## config.mk

```make
export PLATFORM = sky130hd
export DESIGN_NAME = smc_host_flat
export DESIGN_NICKNAME = d
export VERILOG_FILES = /design/src/smc_pkg.sv /design/src/smc_link_if.sv /design/src/smc_host.sv /design/src/flat_wrapper.sv
export SDC_FILE = /design/constraint.sdc
export NUM_CORES = 1
export LEC_CHECK = 0
export ABC_CLOCK_PERIOD_IN_PS = 2900
export BUFFER_PORTS_ARGS = -buffer_cell sky130_fd_sc_hd__buf_2
export CAP_MARGIN = 15
export CORE_MARGIN = 2
export CORE_UTILIZATION = 30
export CTS_CLUSTER_SIZE = 40
export DETAILED_ROUTE_END_ITERATION = 12
export HOLD_SLACK_MARGIN = 0.05
export PLACE_DENSITY = 0.54
export SLEW_MARGIN = 25
export SYNTH_ARGS = -nofsm -noshare
export SYNTH_HDL_FRONTEND = slang
export SYNTH_SLANG_ARGS = --single-unit
```

## constraint.sdc

```tcl
create_clock -name i_clk -period 2.9 [get_ports i_clk]
set_input_delay 0.29 -clock i_clk [delete_from_list [all_inputs] [get_ports i_clk]]
set_output_delay 0.29 -clock i_clk [all_outputs]
set_load 0.005 [all_outputs]
```

## src/smc_pkg.sv

```systemverilog
// shared constants and helpers for the strap-configured microstep driver and its host
// How it works
// pdn strap low: reduce current at standstill
// pdn strap high: no standstill reduction
// serial mode ignores strap; host programs hold
// resolution straps pick 8, 32, 64, 16
// leaving standby restores all register defaults
// host stops, disables, lowers pins before standby
// fullstep every n steps, first at n/2
// fullstep counter values 128, 384, 640, 896
// power-up clears registers and position counter
// counter zero every four fullsteps
// each step moves counter 256/resolution
// direction low counts upward
// host can read the microstep counter
// host restores position with steps before enabling
// enable low stops stage, clears error flags
// ten-bit counter wraps modulo 1024
package smc_pkg;

   localparam int          CNT_W          = 10;
   localparam int          CUR_W          = 5;
   localparam logic [7:0]  FULLSTEP_LOW8  = 8'h80;

   // resolution strap code is {high, low}
   localparam logic [1:0]  RES_8          = 2'h0;
   localparam logic [1:0]  RES_32         = 2'h1;
   localparam logic [1:0]  RES_64         = 2'h2;
   localparam logic [1:0]  RES_16         = 2'h3;

   localparam logic [4:0]  RUN_CURRENT    = 5'h1F;
   localparam logic [4:0]  AUTO_HOLD_CUR  = 5'h0F;

   // host register map, byte offsets
   localparam logic [7:0]  REG_CTRL       = 8'h00;
   localparam logic [7:0]  REG_STEPS      = 8'h04;
   localparam logic [7:0]  REG_RESTORE    = 8'h08;
   localparam logic [7:0]  REG_STATUS     = 8'h0C;
   localparam logic [7:0]  REG_CNT_RD     = 8'h10;
   localparam logic [7:0]  REG_HOLD       = 8'h14;

   // control register fields
   localparam int          CTRL_W         = 7;
   localparam int          CTRL_EN        = 0;
   localparam int          CTRL_DIR       = 1;
   localparam int          CTRL_RES_LOW   = 2;
   localparam int          CTRL_RES_HIGH  = 3;
   localparam int          CTRL_PDN       = 4;
   localparam int          CTRL_SERIAL    = 5;
   localparam int          CTRL_POWERED   = 6;
   localparam logic [6:0]  CTRL_RESET     = 7'h40;

   // status register fields
   localparam int          STAT_BUSY      = 0;
   localparam int          STAT_CNT_FRESH = 1;
   localparam int          STAT_SUPPLY    = 2;
   localparam int          STAT_CNT_LSB   = 16;

   // timing
   localparam int          CLK_NS         = 10;
   localparam int          STEP_HIGH_NS   = 100;
   localparam int          STEP_LOW_NS    = 100;
   localparam int          STEP_HIGH_CYC  = (STEP_HIGH_NS + CLK_NS - 1) / CLK_NS;
   localparam int          STEP_LOW_CYC   = (STEP_LOW_NS + CLK_NS - 1) / CLK_NS;
   localparam int          STANDSTILL_US  = 200000;
   localparam int          STANDSTILL_CYC = STANDSTILL_US * (1000 / CLK_NS);

   // counter increment per step pulse, 256 / microsteps
   function automatic logic [CNT_W-1:0] smc_step_size(input logic [1:0] code);
      unique case (code)
         RES_8:   smc_step_size = 10'h020;
         RES_32:  smc_step_size = 10'h008;
         RES_64:  smc_step_size = 10'h004;
         RES_16:  smc_step_size = 10'h010;
      endcase
   endfunction : smc_step_size

   // mask for position modulo four times the resolution
   function automatic logic [15:0] smc_period_mask(input logic [1:0] code);
      unique case (code)
         RES_8:   smc_period_mask = 16'h001F;
         RES_32:  smc_period_mask = 16'h007F;
         RES_64:  smc_period_mask = 16'h00FF;
         RES_16:  smc_period_mask = 16'h003F;
      endcase
   endfunction : smc_period_mask

endpackage : smc_pkg

```

## src/smc_link_if.sv

```systemverilog
// pin-level link between host controller and driver
`timescale 1ns/1ps
interface smc_link_if;
   logic       step;
   logic       dir;
   logic       enable;
   logic       res_low;
   logic       res_high;
   logic       serial_mode;
   logic       io_supply;
   logic       pdn_o;
   logic       pdn_oe;
   logic       pdn_level;
   logic       hold_wr;
   logic [4:0] hold_data;
   logic       cnt_rd_req;
   logic       cnt_rd_valid;
   logic [9:0] cnt_rd_data;

   // pull-up when nobody drives the shared pin
   assign pdn_level = pdn_oe ? pdn_o : 1'b1;

   modport host (
      output step, dir, enable, res_low, res_high, serial_mode, io_supply,
      output pdn_o, pdn_oe, hold_wr, hold_data, cnt_rd_req,
      input  pdn_level, cnt_rd_valid, cnt_rd_data
   );

   modport driver (
      input  step, dir, enable, res_low, res_high, serial_mode, io_supply,
      input  pdn_level, hold_wr, hold_data, cnt_rd_req,
      output cnt_rd_valid, cnt_rd_data
   );
endinterface : smc_link_if

```

## src/smc_host.sv

```systemverilog
// host end: register port, step train, restore and standby sequencing
//
// Design decisions made here: the plain strobed port and the placing of the registers.
`timescale 1ns/1ps
module smc_host
   import smc_pkg::*;
(
   // clock and reset
   input  wire logic        i_clk,
   input  wire logic        i_sys_rst,
   // software register port
   input  wire logic [7:0]  i_addr,
   input  wire logic [31:0] i_wdata,
   input  wire logic        i_wr,
   input  wire logic        i_rd,
   output logic      [31:0] o_rdata,
   // link to driver
   smc_link_if.host         link
);
   typedef enum logic [1:0] {
      SMC_ST_IDLE = 2'b00,
      SMC_ST_HIGH = 2'b01,
      SMC_ST_LOW  = 2'b10
   } smc_state_t;

   localparam logic [7:0] HIGH_LAST = 8'(STEP_HIGH_CYC - 1);
   localparam logic [7:0] LOW_LAST  = 8'(STEP_LOW_CYC - 1);

   smc_state_t          state_reg;
   smc_state_t          state_next;
   logic [CTRL_W-1:0]   ctrl_reg;
   logic [15:0]         remain_reg;
   logic [15:0]         remain_next;
   logic [7:0]          phase_reg;
   logic [7:0]          phase_next;
   logic                restoring_reg;
   logic                pins_down_reg;
   logic                cnt_fresh_reg;
   logic [CNT_W-1:0]    last_cnt_reg;
   logic [31:0]         rd_mux;

   wire        busy        = (state_reg != SMC_ST_IDLE);
   wire        powered     = ctrl_reg[CTRL_POWERED];
   wire        serial      = ctrl_reg[CTRL_SERIAL];
   wire [1:0]  res_code    = {ctrl_reg[CTRL_RES_HIGH], ctrl_reg[CTRL_RES_LOW]};
   wire        wr_ctrl     = i_wr & (i_addr == REG_CTRL);
   wire        wr_steps    = i_wr & (i_addr == REG_STEPS) & ~busy & powered;
   wire        wr_restore  = i_wr & (i_addr == REG_RESTORE) & ~busy & powered;
   wire        wr_cnt_rd   = i_wr & (i_addr == REG_CNT_RD) & powered;
   wire        wr_hold     = i_wr & (i_addr == REG_HOLD) & serial & powered;
   wire        rd_status   = i_rd & (i_addr == REG_STATUS);
   // pins go low only once the step train has finished
   wire        shutdown    = ~powered & ~busy;
   wire [15:0] restore_cnt = i_wdata[15:0] & smc_period_mask(res_code);
   wire        restore_nxt = wr_restore | (restoring_reg & (state_next != SMC_ST_IDLE));

   always_comb begin
      state_next  = state_reg;
      remain_next = remain_reg;
      phase_next  = phase_reg;
      unique case (state_reg)
         SMC_ST_IDLE: begin
            remain_next = wr_steps ? i_wdata[15:0] : wr_restore ? restore_cnt : remain_reg;
            if ((wr_steps && i_wdata[15:0] != '0) || (wr_restore && restore_cnt != '0)) begin
               state_next = SMC_ST_HIGH;
               phase_next = HIGH_LAST;
            end
         end
         SMC_ST_HIGH: begin
            phase_next = phase_reg - 1'b1;
            if (phase_reg == '0) begin
               state_next  = SMC_ST_LOW;
               phase_next  = LOW_LAST;
               remain_next = remain_reg - 1'b1;
            end
         end
         SMC_ST_LOW: begin
            phase_next = phase_reg - 1'b1;
            if (phase_reg == '0) begin
               state_next = (remain_reg == '0) ? SMC_ST_IDLE : SMC_ST_HIGH;
               phase_next = HIGH_LAST;
            end
         end
         default: begin
            state_next = SMC_ST_IDLE;
         end
      endcase
   end

   assign rd_mux = (i_addr == REG_CTRL)   ? {25'h0, ctrl_reg} :
                   (i_addr == REG_STATUS) ? {6'h0, last_cnt_reg, 13'h0, link.io_supply,
                                             cnt_fresh_reg, busy} :
                   (i_addr == REG_HOLD)   ? {27'h0, link.hold_data} : 32'h0;

   always_ff @(posedge i_clk or posedge i_sys_rst) begin
      if (i_sys_rst) begin
         state_reg     <= SMC_ST_IDLE;
         ctrl_reg      <= CTRL_RESET;
         remain_reg    <= '0;
         phase_reg     <= '0;
         restoring_reg <= 1'b0;
         pins_down_reg <= 1'b0;
         cnt_fresh_reg <= 1'b0;
         last_cnt_reg  <= '0;
         o_rdata       <= '0;
      end else begin
         state_reg     <= state_next;
         remain_reg    <= remain_next;
         phase_reg     <= phase_next;
         restoring_reg <= restore_nxt;
         pins_down_reg <= shutdown;
         if (wr_ctrl) begin
            ctrl_reg <= i_wdata[CTRL_W-1:0];
         end
         if (link.cnt_rd_valid) begin
            last_cnt_reg <= link.cnt_rd_data;
         end
         // a new answer wins over a status read clearing the flag
         cnt_fresh_reg <= link.cnt_rd_valid | (cnt_fresh_reg & ~rd_status);
         o_rdata       <= i_rd ? rd_mux : 32'h0;
      end
   end

   // link pins, all from flops
   always_ff @(posedge i_clk or posedge i_sys_rst) begin
      if (i_sys_rst) begin
         link.step        <= 1'b0;
         link.dir         <= 1'b0;
         link.enable      <= 1'b0;
         link.res_low     <= 1'b0;
         link.res_high    <= 1'b0;
         link.serial_mode <= 1'b0;
         link.io_supply   <= 1'b0;
         link.pdn_o       <= 1'b0;
         link.pdn_oe      <= 1'b0;
         link.hold_wr     <= 1'b0;
         link.hold_data   <= '0;
         link.cnt_rd_req  <= 1'b0;
      end else begin
         link.step        <= (state_next == SMC_ST_HIGH);
         link.dir         <= ~shutdown & ~restore_nxt & ctrl_reg[CTRL_DIR];
         // driver stays off until restore steps are done
         link.enable      <= ~shutdown & ~restore_nxt & ctrl_reg[CTRL_EN];
         link.res_low     <= ~shutdown & ctrl_reg[CTRL_RES_LOW];
         link.res_high    <= ~shutdown & ctrl_reg[CTRL_RES_HIGH];
         link.serial_mode <= ~shutdown & serial;
         // supply drops one cycle after the pins went low
         link.io_supply   <= ~(shutdown & pins_down_reg);
         link.pdn_o       <= ~shutdown & ctrl_reg[CTRL_PDN];
         link.pdn_oe      <= shutdown | ~serial;
         link.hold_wr     <= wr_hold;
         link.hold_data   <= wr_hold ? i_wdata[CUR_W-1:0] : link.hold_data;
         link.cnt_rd_req  <= wr_cnt_rd;
      end
   end
endmodule : smc_host

```

## src/flat_wrapper.sv

```systemverilog
// flat-port wrapper written by rule: the top's interface ports become plain ports
module smc_host_flat import smc_pkg::*;
  (i_clk, i_sys_rst, i_addr, i_wdata, i_wr, i_rd, o_rdata, link_step, link_dir, link_enable, link_res_low, link_res_high, link_serial_mode, link_io_supply, link_pdn_o, link_pdn_oe, link_hold_wr, link_hold_data, link_cnt_rd_req, link_cnt_rd_valid, link_cnt_rd_data);
  smc_link_if link_i ();
  input  wire logic i_clk;
  input  wire logic i_sys_rst;
  input  wire logic [7:0] i_addr;
  input  wire logic [31:0] i_wdata;
  input  wire logic i_wr;
  input  wire logic i_rd;
  output logic      [31:0] o_rdata;
  output wire logic [$bits(link_i.step)-1:0] link_step;
  output wire logic [$bits(link_i.dir)-1:0] link_dir;
  output wire logic [$bits(link_i.enable)-1:0] link_enable;
  output wire logic [$bits(link_i.res_low)-1:0] link_res_low;
  output wire logic [$bits(link_i.res_high)-1:0] link_res_high;
  output wire logic [$bits(link_i.serial_mode)-1:0] link_serial_mode;
  output wire logic [$bits(link_i.io_supply)-1:0] link_io_supply;
  output wire logic [$bits(link_i.pdn_o)-1:0] link_pdn_o;
  output wire logic [$bits(link_i.pdn_oe)-1:0] link_pdn_oe;
  output wire logic [$bits(link_i.hold_wr)-1:0] link_hold_wr;
  output wire logic [$bits(link_i.hold_data)-1:0] link_hold_data;
  output wire logic [$bits(link_i.cnt_rd_req)-1:0] link_cnt_rd_req;
  input wire logic [$bits(link_i.cnt_rd_valid)-1:0] link_cnt_rd_valid;
  input wire logic [$bits(link_i.cnt_rd_data)-1:0] link_cnt_rd_data;
  assign link_step = link_i.step;
  assign link_dir = link_i.dir;
  assign link_enable = link_i.enable;
  assign link_res_low = link_i.res_low;
  assign link_res_high = link_i.res_high;
  assign link_serial_mode = link_i.serial_mode;
  assign link_io_supply = link_i.io_supply;
  assign link_pdn_o = link_i.pdn_o;
  assign link_pdn_oe = link_i.pdn_oe;
  assign link_hold_wr = link_i.hold_wr;
  assign link_hold_data = link_i.hold_data;
  assign link_cnt_rd_req = link_i.cnt_rd_req;
  assign link_i.cnt_rd_valid = link_cnt_rd_valid;
  assign link_i.cnt_rd_data = link_cnt_rd_data;
  smc_host u_core (.i_clk(i_clk), .i_sys_rst(i_sys_rst), .i_addr(i_addr), .i_wdata(i_wdata), .i_wr(i_wr), .i_rd(i_rd), .o_rdata(o_rdata), .link(link_i));
endmodule
```

# [Yosys cells after proc, flatten, opt, wreduce, memory -nomap -nowiden]
# Index checks and enable logic that the tools add are counted.
[word_totals] regBits=94 output_inout_bits=48 wordCells=106
[classes] n_addsub=2 eq_ne=14 n_mux=17 n_bitwise=35 n_reduce_logical=17
[ops] operator="$mux W32" count=3
[ops] operator="$pmux W16 S4" count=1
[ops] operator="$mux W16" count=3
[ops] operator="$pmux W16 S2" count=1
[ops] operator="$reduce_bool A16 Y1" count=2
[ops] operator="$and A1 B1 Y1" count=24
[ops] operator="$and A16 B16 Y16" count=1
[ops] operator="$eq A8 B4 Y1 const B" count=2
[ops] operator="$eq A8 B5 Y1 const B" count=2
[ops] operator="$logic_not A16 Y1" count=1
[ops] operator="$logic_not A8 Y1" count=2
[ops] operator="$mux W8" count=2
[ops] operator="$pmux W8 S2" count=1
[ops] operator="$sub A16 B1 Y16 const B" count=1
[ops] operator="$eq A8 B3 Y1 const B" count=1
[ops] operator="$reduce_bool A2 Y1" count=4
[ops] operator="$sub A8 B1 Y8 const B" count=1
[ops] operator="$not A1 Y1" count=7
[ops] operator="$eq A2 B1 Y1 const B" count=3
[ops] operator="$eq A2 B2 Y1 const B" count=3
[ops] operator="$mux W2" count=3
[ops] operator="$pmux W2 S3" count=1
[ops] operator="$mux W5" count=1
[ops] operator="$logic_not A2 Y1" count=2
[ops] operator="9 further kinds" count=13

# [Logic depth before layout (Yosys ltp)]
# Gate-level depths: netlist (run 1).
[logic_depth] word_depth=14 depth_mapped=9 mapped_depth_nobuf=8

# [Worst setup path after synthesis (run 1)]
# Ideal clock, no wire load.
[synth_timing] kind="reg-to-reg" from="register u_core.state_reg[1]" to="register u_core.remain_reg[11]" setup_ns=0.067 arrival_ns=2.072 required_ns=2.833 setup_slack_ns=0.761 stages_incl_launch_ff=9 path_buffers=0 synth_period_minus_slack_ns=2.139 path_cell_list="dfrtp_1 inv_1 ha_1 and3_1 nand4_1 a22o_4 or4_1 a21oi_1 a221o_1"
[synth_between] elab_chain_len=6 word_cells_on_any_way=14 cone_classes="eq/ne (3); mux (2); bitwise (5); reduce/logical (4)"
[synth_lines] element="start, declared" line_no="smc_host.sv:29" source="smc_state_t state_reg;"
[synth_lines] element="start signal, assigned" line_no="smc_host.sv:107" source="state_reg <= state_next;"
[synth_lines] element="$reduce_bool A2 Y1" line_no="smc_host.sv:42" source="wire busy = (state_reg != SMC_ST_IDLE);"
[synth_lines] element="$not A1 Y1" line_no="smc_host.sv:47, smc_host.sv:48"
[synth_lines] element="$and A1 B1 Y1, on equally long branches (2 in series)" line_no="smc_host.sv:48, smc_host.sv:47"
[synth_lines] element="$ne A3 B1 Y1 (no line) / $mux W16 (equally long branches)"
[synth_lines] element="$reduce_and A3 Y1 (no line) / $pmux W16 S2 (equally long branches)"
[synth_lines] element="end signal, assigned" line_no="smc_host.sv:108" source="remain_reg <= remain_next;"
[synth_lines] element="end, declared" line_no="smc_host.sv:32" source="logic [15:0] remain_reg;"
# Parallel ways exist; a longest one is shown, timed or not.
# A chain may end at the register's enable or synchronous reset.

# [Worst setup path in the final report (run 1)]
[layout_timing] from="register u_core.phase_reg[0]" to="register u_core.remain_reg[6]"
[layout_between] elab_chain_len=3
[layout_lines] element="start, declared" line_no="smc_host.sv:34" source="logic [7:0] phase_reg;"
[layout_lines] element="start signal, assigned" line_no="smc_host.sv:109" source="phase_reg <= phase_next;"
[layout_lines] element="$logic_not A8 Y1" line_no="smc_host.sv:71" source="if (phase_reg == '0) begin"
[layout_lines] element="$ne A2 B1 Y1 (no line)"
[layout_lines] element="$reduce_and A3 Y1 (no line)"
# No other way between the ends.

==> impl_metrics.yaml, run 1 <==
critical_path:
  worstPathMaxFanout: 14
  path_delay_family: "compound AO/OA/AOI/OAI gates"
  cpPeakStageDelay_ns: 0.61
  cp.arrival_ns: 2.60
  end_kind: "register"
  cp_cell_sequence: "inv_1 -> ha_1 -> nor4b_4 -> nand3b_4 -> a22oi_2 -> buf_4 -> nor2_1 -> a221oi_1"
  cp-start-kind: "register"
  worst-path-buf-inv: 2
  slowest_stage: "a22oi_2"
  required_ns: 3.12
  crit_type: "reg -> reg"
cells_and_area:
  final_cell_mix: "dfrtp_1 (78), buf_2 (71), nor2_1 (24), nand2_1 (23), o21ai_1 (18)"
  area_delta_synth_final_pct: 22.0
  nets: 513
  n_antenna_cell: 0
  final_common_cell: "dfrtp_1"
  fillers: 1249
  largest_register_ffs: 17
  drive_gt1_share_pct: 26.2
placed_design:
  place.gp.congestion: 0.819
  place_ws_ns: 0.519
  hpwl_mm: 6.97
  io_buffer_count: 71
timing:
  drv_slew: 0
  finClkSkew_ns: 0.0100
  clock.fmax_ghz: 0.420
  rsz0062_at_grt: "no"
  worst_hold_slack_ns: 0.185
  hold_viol_final: 0
  setup_slack_ns: 0.522
  finalSetupViolCount: 0
  period_needed_ns: 2.38
  fin_crit_sh_pct: 82.0
  final.setup.tns_ns: 0
  maxSlewHeadroom_pct: 56.0
  worst_pin_slew_ns: 0.660
global_routing:
  grt_usage_pct: 14.6
  gr-total-overflow: 0
  grt_max_degree: 30
  antenna_found_initial: 0
  grt_pass1_vias: 2967
  grt_first_pass_wirelength_mm: 15.1
route:
  drt_pre_antenna_iters: 4
  routed_via_density: 4.81
  ant_nets: 0
  vias: 3014
  wire_per_inst_um: 15.0
  drt-initial-drc-count: 178
  drc: 0
  drt-total-wl_mm: 9.41
power_and_ir_drop:
  finalPower_w: 0.00233
  ir_drop_mv: 0.217
  power_leakage_nw: 2.28
  p_per_area_nw_per_um2: 496
clock_network:
  clock_latency_ns: 0.34
  post-cts-setup-buffers: 0
  hold_buffers: 1
  cts_max_level: 3
  cts_buffers: 9
  cts-resized-gates: 0
  clock-root-buffer: "clkbuf_16"
  ctsLongestPathBuffers: 2
  cts_tree: "yes"
  clk_pin_slew_ns: 0.06
  cts_sinks: 79
floorplanning:
  die_y_um: 117
  floorplan.core_area_um2: 12600
  die_w_um: 117
  ios: 103
  fp-row-count: 41
  start_util_pct: 30.6
  die-area_um2: 13800
synthesis:
  synthFlopType: "dfrtp_1"
  syn_area_per_cell_um2: 10.5
  yosysWarnings: 0
  async_reset_ff_share_pct: 100
  netlist_instances: 366
  ys_seq_area_share_pct: 51.4
  syn_area_um2: 3850
  ys_ff_latch: 79
  synth_edf_count: 0
  synthDistinctLibCells: 58
status:
  status: "finished, final reports clean"
run:
  drv_cap: 0
worst_hold_path:
  hp-class: "in -> reg"
per-layer routing:
metal / global-route usage, % / up-vias / part of all wire (%)
met3: 3.50 / 15 / 4.5
met2: 22.5 / 70 / 47
li1: - / 1466 / -
met5: 0 / - / 0
met4: 6.51 / 0 / 2.6
met1: 19.4 / 1463 / 46
stage by stage:
stage	instances	util [%]	cell area (um2)
2_1_floorplan	380	-	3900
3_3_place_gp	609	35.0	4400
3_5_place_dp	609	35.0	4400
4_1_cts	626	37.4	4700
5_1_grt	626	37.4	4700
6_report	626	37.4	4700
area by class of cell:
class / count / area (um2) / area share, %
inverter: 19 / 72.6 / 1.55
sequential: 79 / 1980 / 42.1
timing repair buffer: 83 / 448 / 9.54
clock buffer: 11 / 243 / 5.17
multi-input combinational: 257 / 1700 / 36.2
tap: 172 / 215 / 4.58
clock inverter: 5 / 40.0 / 0.853
path summary, 6_finish.rpt:
path	to	start	slack [ns]	cells past startpoint
worst max-delay path	u_core.remain_reg[6]	u_core.phase_reg[0]	0.52	8
max in group asynchronous	u_core.ctrl_reg[6]	i_sys_rst	1.64	4
worst max register to register	u_core.remain_reg[6]	u_core.phase_reg[0]	0.52	8
min in group asynchronous	u_core.phase_reg[3]	i_sys_rst	0.49	3
worst min register to register	u_core.link.io_supply	u_core.pins_down_reg	0.41	1
worst min-delay path	u_core.last_cnt_reg[4]	link_cnt_rd_data[4]	0.19	2
cells by family (layout without fill, tap and decap cells):
| group | after synthesis | in the layout | share of synthesized area [%] |
|---|---|---|---|
| AO/OA/AOI/OAI | 85 | 85 | 15.0 |
| XOR/XNOR | 1 | 1 | 0.228 |
| adder cells (fa/ha/maj) | 9 | 9 | 2.93 |
| buffers and inverters | 44 | 118 | 5.82 |
| flip-flops | 79 | 79 | 51.4 |
| multiplexers | 22 | 22 | 6.44 |
| other | 1 | 15 | 0.0974 |
| AND/OR/NAND/NOR | 125 | 125 | 18.1 |
cell usage after synthesis, drive strengths merged (6+ instances only):
cell type | number | share of area (%)
and3 | 15 | 2.4
a21oi | 14 | 1.8
or3 | 6 | 0.98
nand2 | 23 | 2.2
nand3 | 11 | 1.4
o21ai | 28 | 3.6
clkbuf | 8 | 0.78
dfrtp | 78 | 51
ha | 9 | 2.9
a22oi | 6 | 1.3
mux2 | 22 | 6.4
nor2 | 24 | 2.3
nor4 | 7 | 1.5
buf | 17 | 3.2
nor3 | 13 | 1.7
inv | 19 | 1.9
worst register-to-register path, delay by kind of cell, from the launching register on:
| kind | cells | cell delay [ns] |
|---|---|---|
| AO/OA/AOI/OAI | 2 | 0.85 |
| adder cells (fa/ha/maj) | 1 | 0.20 |
| buffers and inverters | 2 | 0.33 |
| flip-flops | 1 | 0.37 |
| AND/OR/NAND/NOR | 3 | 0.51 |
report_power, final:
part           switching (W)  leakage [nW]  total [W]  internal, W
registers          0.0000120         0.967    0.00114      0.00112
clock network       0.000459         0.140    0.00107     0.000611
logic              0.0000718          1.17   0.000120    0.0000481
total               0.000543          2.28    0.00233      0.00178
(Power assumes the default switching activity.)
==> inputs of run 2 (changes only) <==
--- a/config.mk
+++ b/config.mk
@@ -5,7 +5,7 @@
 export SDC_FILE = /design/constraint.sdc
 export NUM_CORES = 1
 export LEC_CHECK = 0
-export ABC_CLOCK_PERIOD_IN_PS = 2900
+export ABC_CLOCK_PERIOD_IN_PS = 2300
 export BUFFER_PORTS_ARGS = -buffer_cell sky130_fd_sc_hd__buf_2
 export CAP_MARGIN = 15
 export CORE_MARGIN = 2
==> constraint.sdc (replaced) <==
create_clock -name i_clk -period 2.3 [get_ports i_clk]
set_input_delay 0.23 -clock i_clk [delete_from_list [all_inputs] [get_ports i_clk]]
set_output_delay 0.23 -clock i_clk [all_outputs]
set_load 0.005 [all_outputs]
==> run 2 against run 1 <==
Net effect:
- non-clock buffer count grew 11
- critical path type unchanged
- clock-buffer cell count shrank 1
- design area grew 3.2%
- fmax grew 9.7%
- global-route usage grew 0.44 points
==> impl_metrics.yaml, run 2 (synthesized netlist as in run 1, its figures left out) <==
cells_and_area:
  area_delta_synth_final_pct: 25.9
  utilization_pct: 38.6
  final_common_cell: "dfrtp_1"
  fillers: 1240
  nets: 524
  final_cell_mix: "dfrtp_1 (78), buf_2 (71), nor2_1 (24), nand2_1 (23), buf_4 (21)"
  fin_cells: 637
  multi_input_area_um2: 1720
  n_antenna_cell: 0
  largest_register_ffs: 17
  drive_gt1_share_pct: 29.2
  ff_latch_area_um2: 1980
route:
  drc: 0
  drt-initial-drc-count: 109
  routed_via_density: 4.86
  ant_nets: 0
  vias: 3097
  drt_pre_antenna_iters: 4
  drt-total-wl_mm: 9.54
  wire_per_inst_um: 15.0
clock_network:
  cts_tree: "yes"
  cts_sinks: 79
  ctsLongestPathBuffers: 2
  clock-root-buffer: "clkbuf_16"
  cts_max_level: 3
  clk_pin_slew_ns: 0.07
  cts_buffers: 9
  clock_latency_ns: 0.34
timing:
  fin_crit_sh_pct: 94.2
  rsz0062_at_grt: "no"
  clock.fmax_ghz: 0.461
  hold_viol_final: 0
  worst_hold_slack_ns: 0.121
  final.setup.tns_ns: 0
  finalSetupViolCount: 0
  finClkSkew_ns: 0.00666
  drv_slew: 0
  period_needed_ns: 2.17
critical_path:
  end_kind: "register"
  worst-path-buf-inv: 1
  r2r_start: "u_core.remain_reg[0]"
  r2r_end: "u_core.remain_reg[10]"
  rr_worst_depth: 8
  cpPeakStageDelay_ns: 0.40
  crit_type: "reg -> reg"
  cp_cell_sequence: "inv_1 -> ha_1 -> nor3b_2 -> nor3b_1 -> nand2_1 -> or3_1 -> a21oi_1 -> a221o_1"
  slowest_stage: "dfrtp_1"
  reg2reg_slack_ns: 0.13
  required_ns: 2.58
  cp.arrival_ns: 2.45
  cp-start-kind: "register"
  path_delay_family: "simple AND/OR/NAND/NOR gates"
  worstPathMaxFanout: 6
global_routing:
  grt_max_degree: 41
  grt_first_pass_wirelength_mm: 15.6
  grt_pass1_vias: 3043
  grt_usage_pct: 15.0
  antenna_found_initial: 0
  gr-total-overflow: 0
worst_hold_path:
  min_from: "link_cnt_rd_data[3]"
  hp-class: "in -> reg"
  hold_depth: 2
  hold_end: "u_core.last_cnt_reg[3]"
floorplanning:
  die-area_um2: 13800
  die_y_um: 117
  die_w_um: 117
  ios: 103
  start_util_pct: 30.6
  floorplan.core_area_um2: 12600
  fp-row-count: 41
placed_design:
  io_buffer_count: 71
  placedCellCount: 618
  place.gp.congestion: 0.883
  hpwl_mm: 7.12
status:
  status: "finished, final reports clean"
power_and_ir_drop:
  power_leakage_nw: 2.34
  p_per_area_nw_per_um2: 636
  ir_drop_mv: 0.247
run:
  drv_cap: 0
-- run 2: layout make-up --
| class | count | area share (%) |
|---|---|---|
| well taps | 172 | 4.44 |
| repair buffers | 94 | 11.2 |
| multi-input cells | 257 | 35.6 |
| flip-flops and latches | 79 | 40.8 |
| clock inverters | 6 | 1.55 |
| inverters | 19 | 1.50 |
| clock buffers | 10 | 4.93 |
-- run 2: what timing repair did --
item	in CTS	in global routing
hold endpoints to repair	19	0
setup endpoints to repair	0	10
hold buffers	1	0
buffers inserted	0	2
resized for setup	0	5
-- run 2: power breakdown --
| group | internal (W) | total [W] | switching, W |
|---|---|---|---|
| logic | 0.0000637 | 0.000155 | 0.0000918 |
| clock network | 0.000887 | 0.00150 | 0.000608 |
| registers | 0.00142 | 0.00143 | 0.0000143 |
| total | 0.00237 | 0.00308 | 0.000714 |
-- run 2: worst max path at each step --
stage                    startpoint                     to  slack, ns  depth (start not counted)
4_1_cts        u_core.remain_reg[0]  u_core.remain_reg[10]       0.08                          8
2_1_floorplan             i_sys_rst   u_core.cnt_fresh_reg       0.05                          1
3_5_place_dp    u_core.phase_reg[0]  u_core.remain_reg[11]       0.11                          8
5_1_grt         u_core.state_reg[1]  u_core.remain_reg[11]      0.003                          8
6_report       u_core.remain_reg[0]  u_core.remain_reg[10]       0.13                          8
3_3_place_gp   u_core.remain_reg[0]  u_core.remain_reg[10]       0.10                          8
-- run 2: metal layers --
layer / up-vias / share of wire, % / track usage, %
li1: 1489 / - / -
met1: 1539 / 46 / 20.7
met2: 54 / 48 / 23.2
met3: 15 / 3.0 / 2.73
met4: 0 / 2.4 / 6.43
met5: - / 0 / 0
-- run 2: metrics by stage --
stage                     cell area [um2]  worst slack (ns)  total power, W
final                                4850             0.133         0.00308
after global routing                 4850           0.00349         0.00321
after CTS                            4810            0.0833         0.00313
after detailed placement             4480             0.111         0.00162
after global placement               4480             0.104         0.00161
after floorplan                      3900            0.0483         0.00155
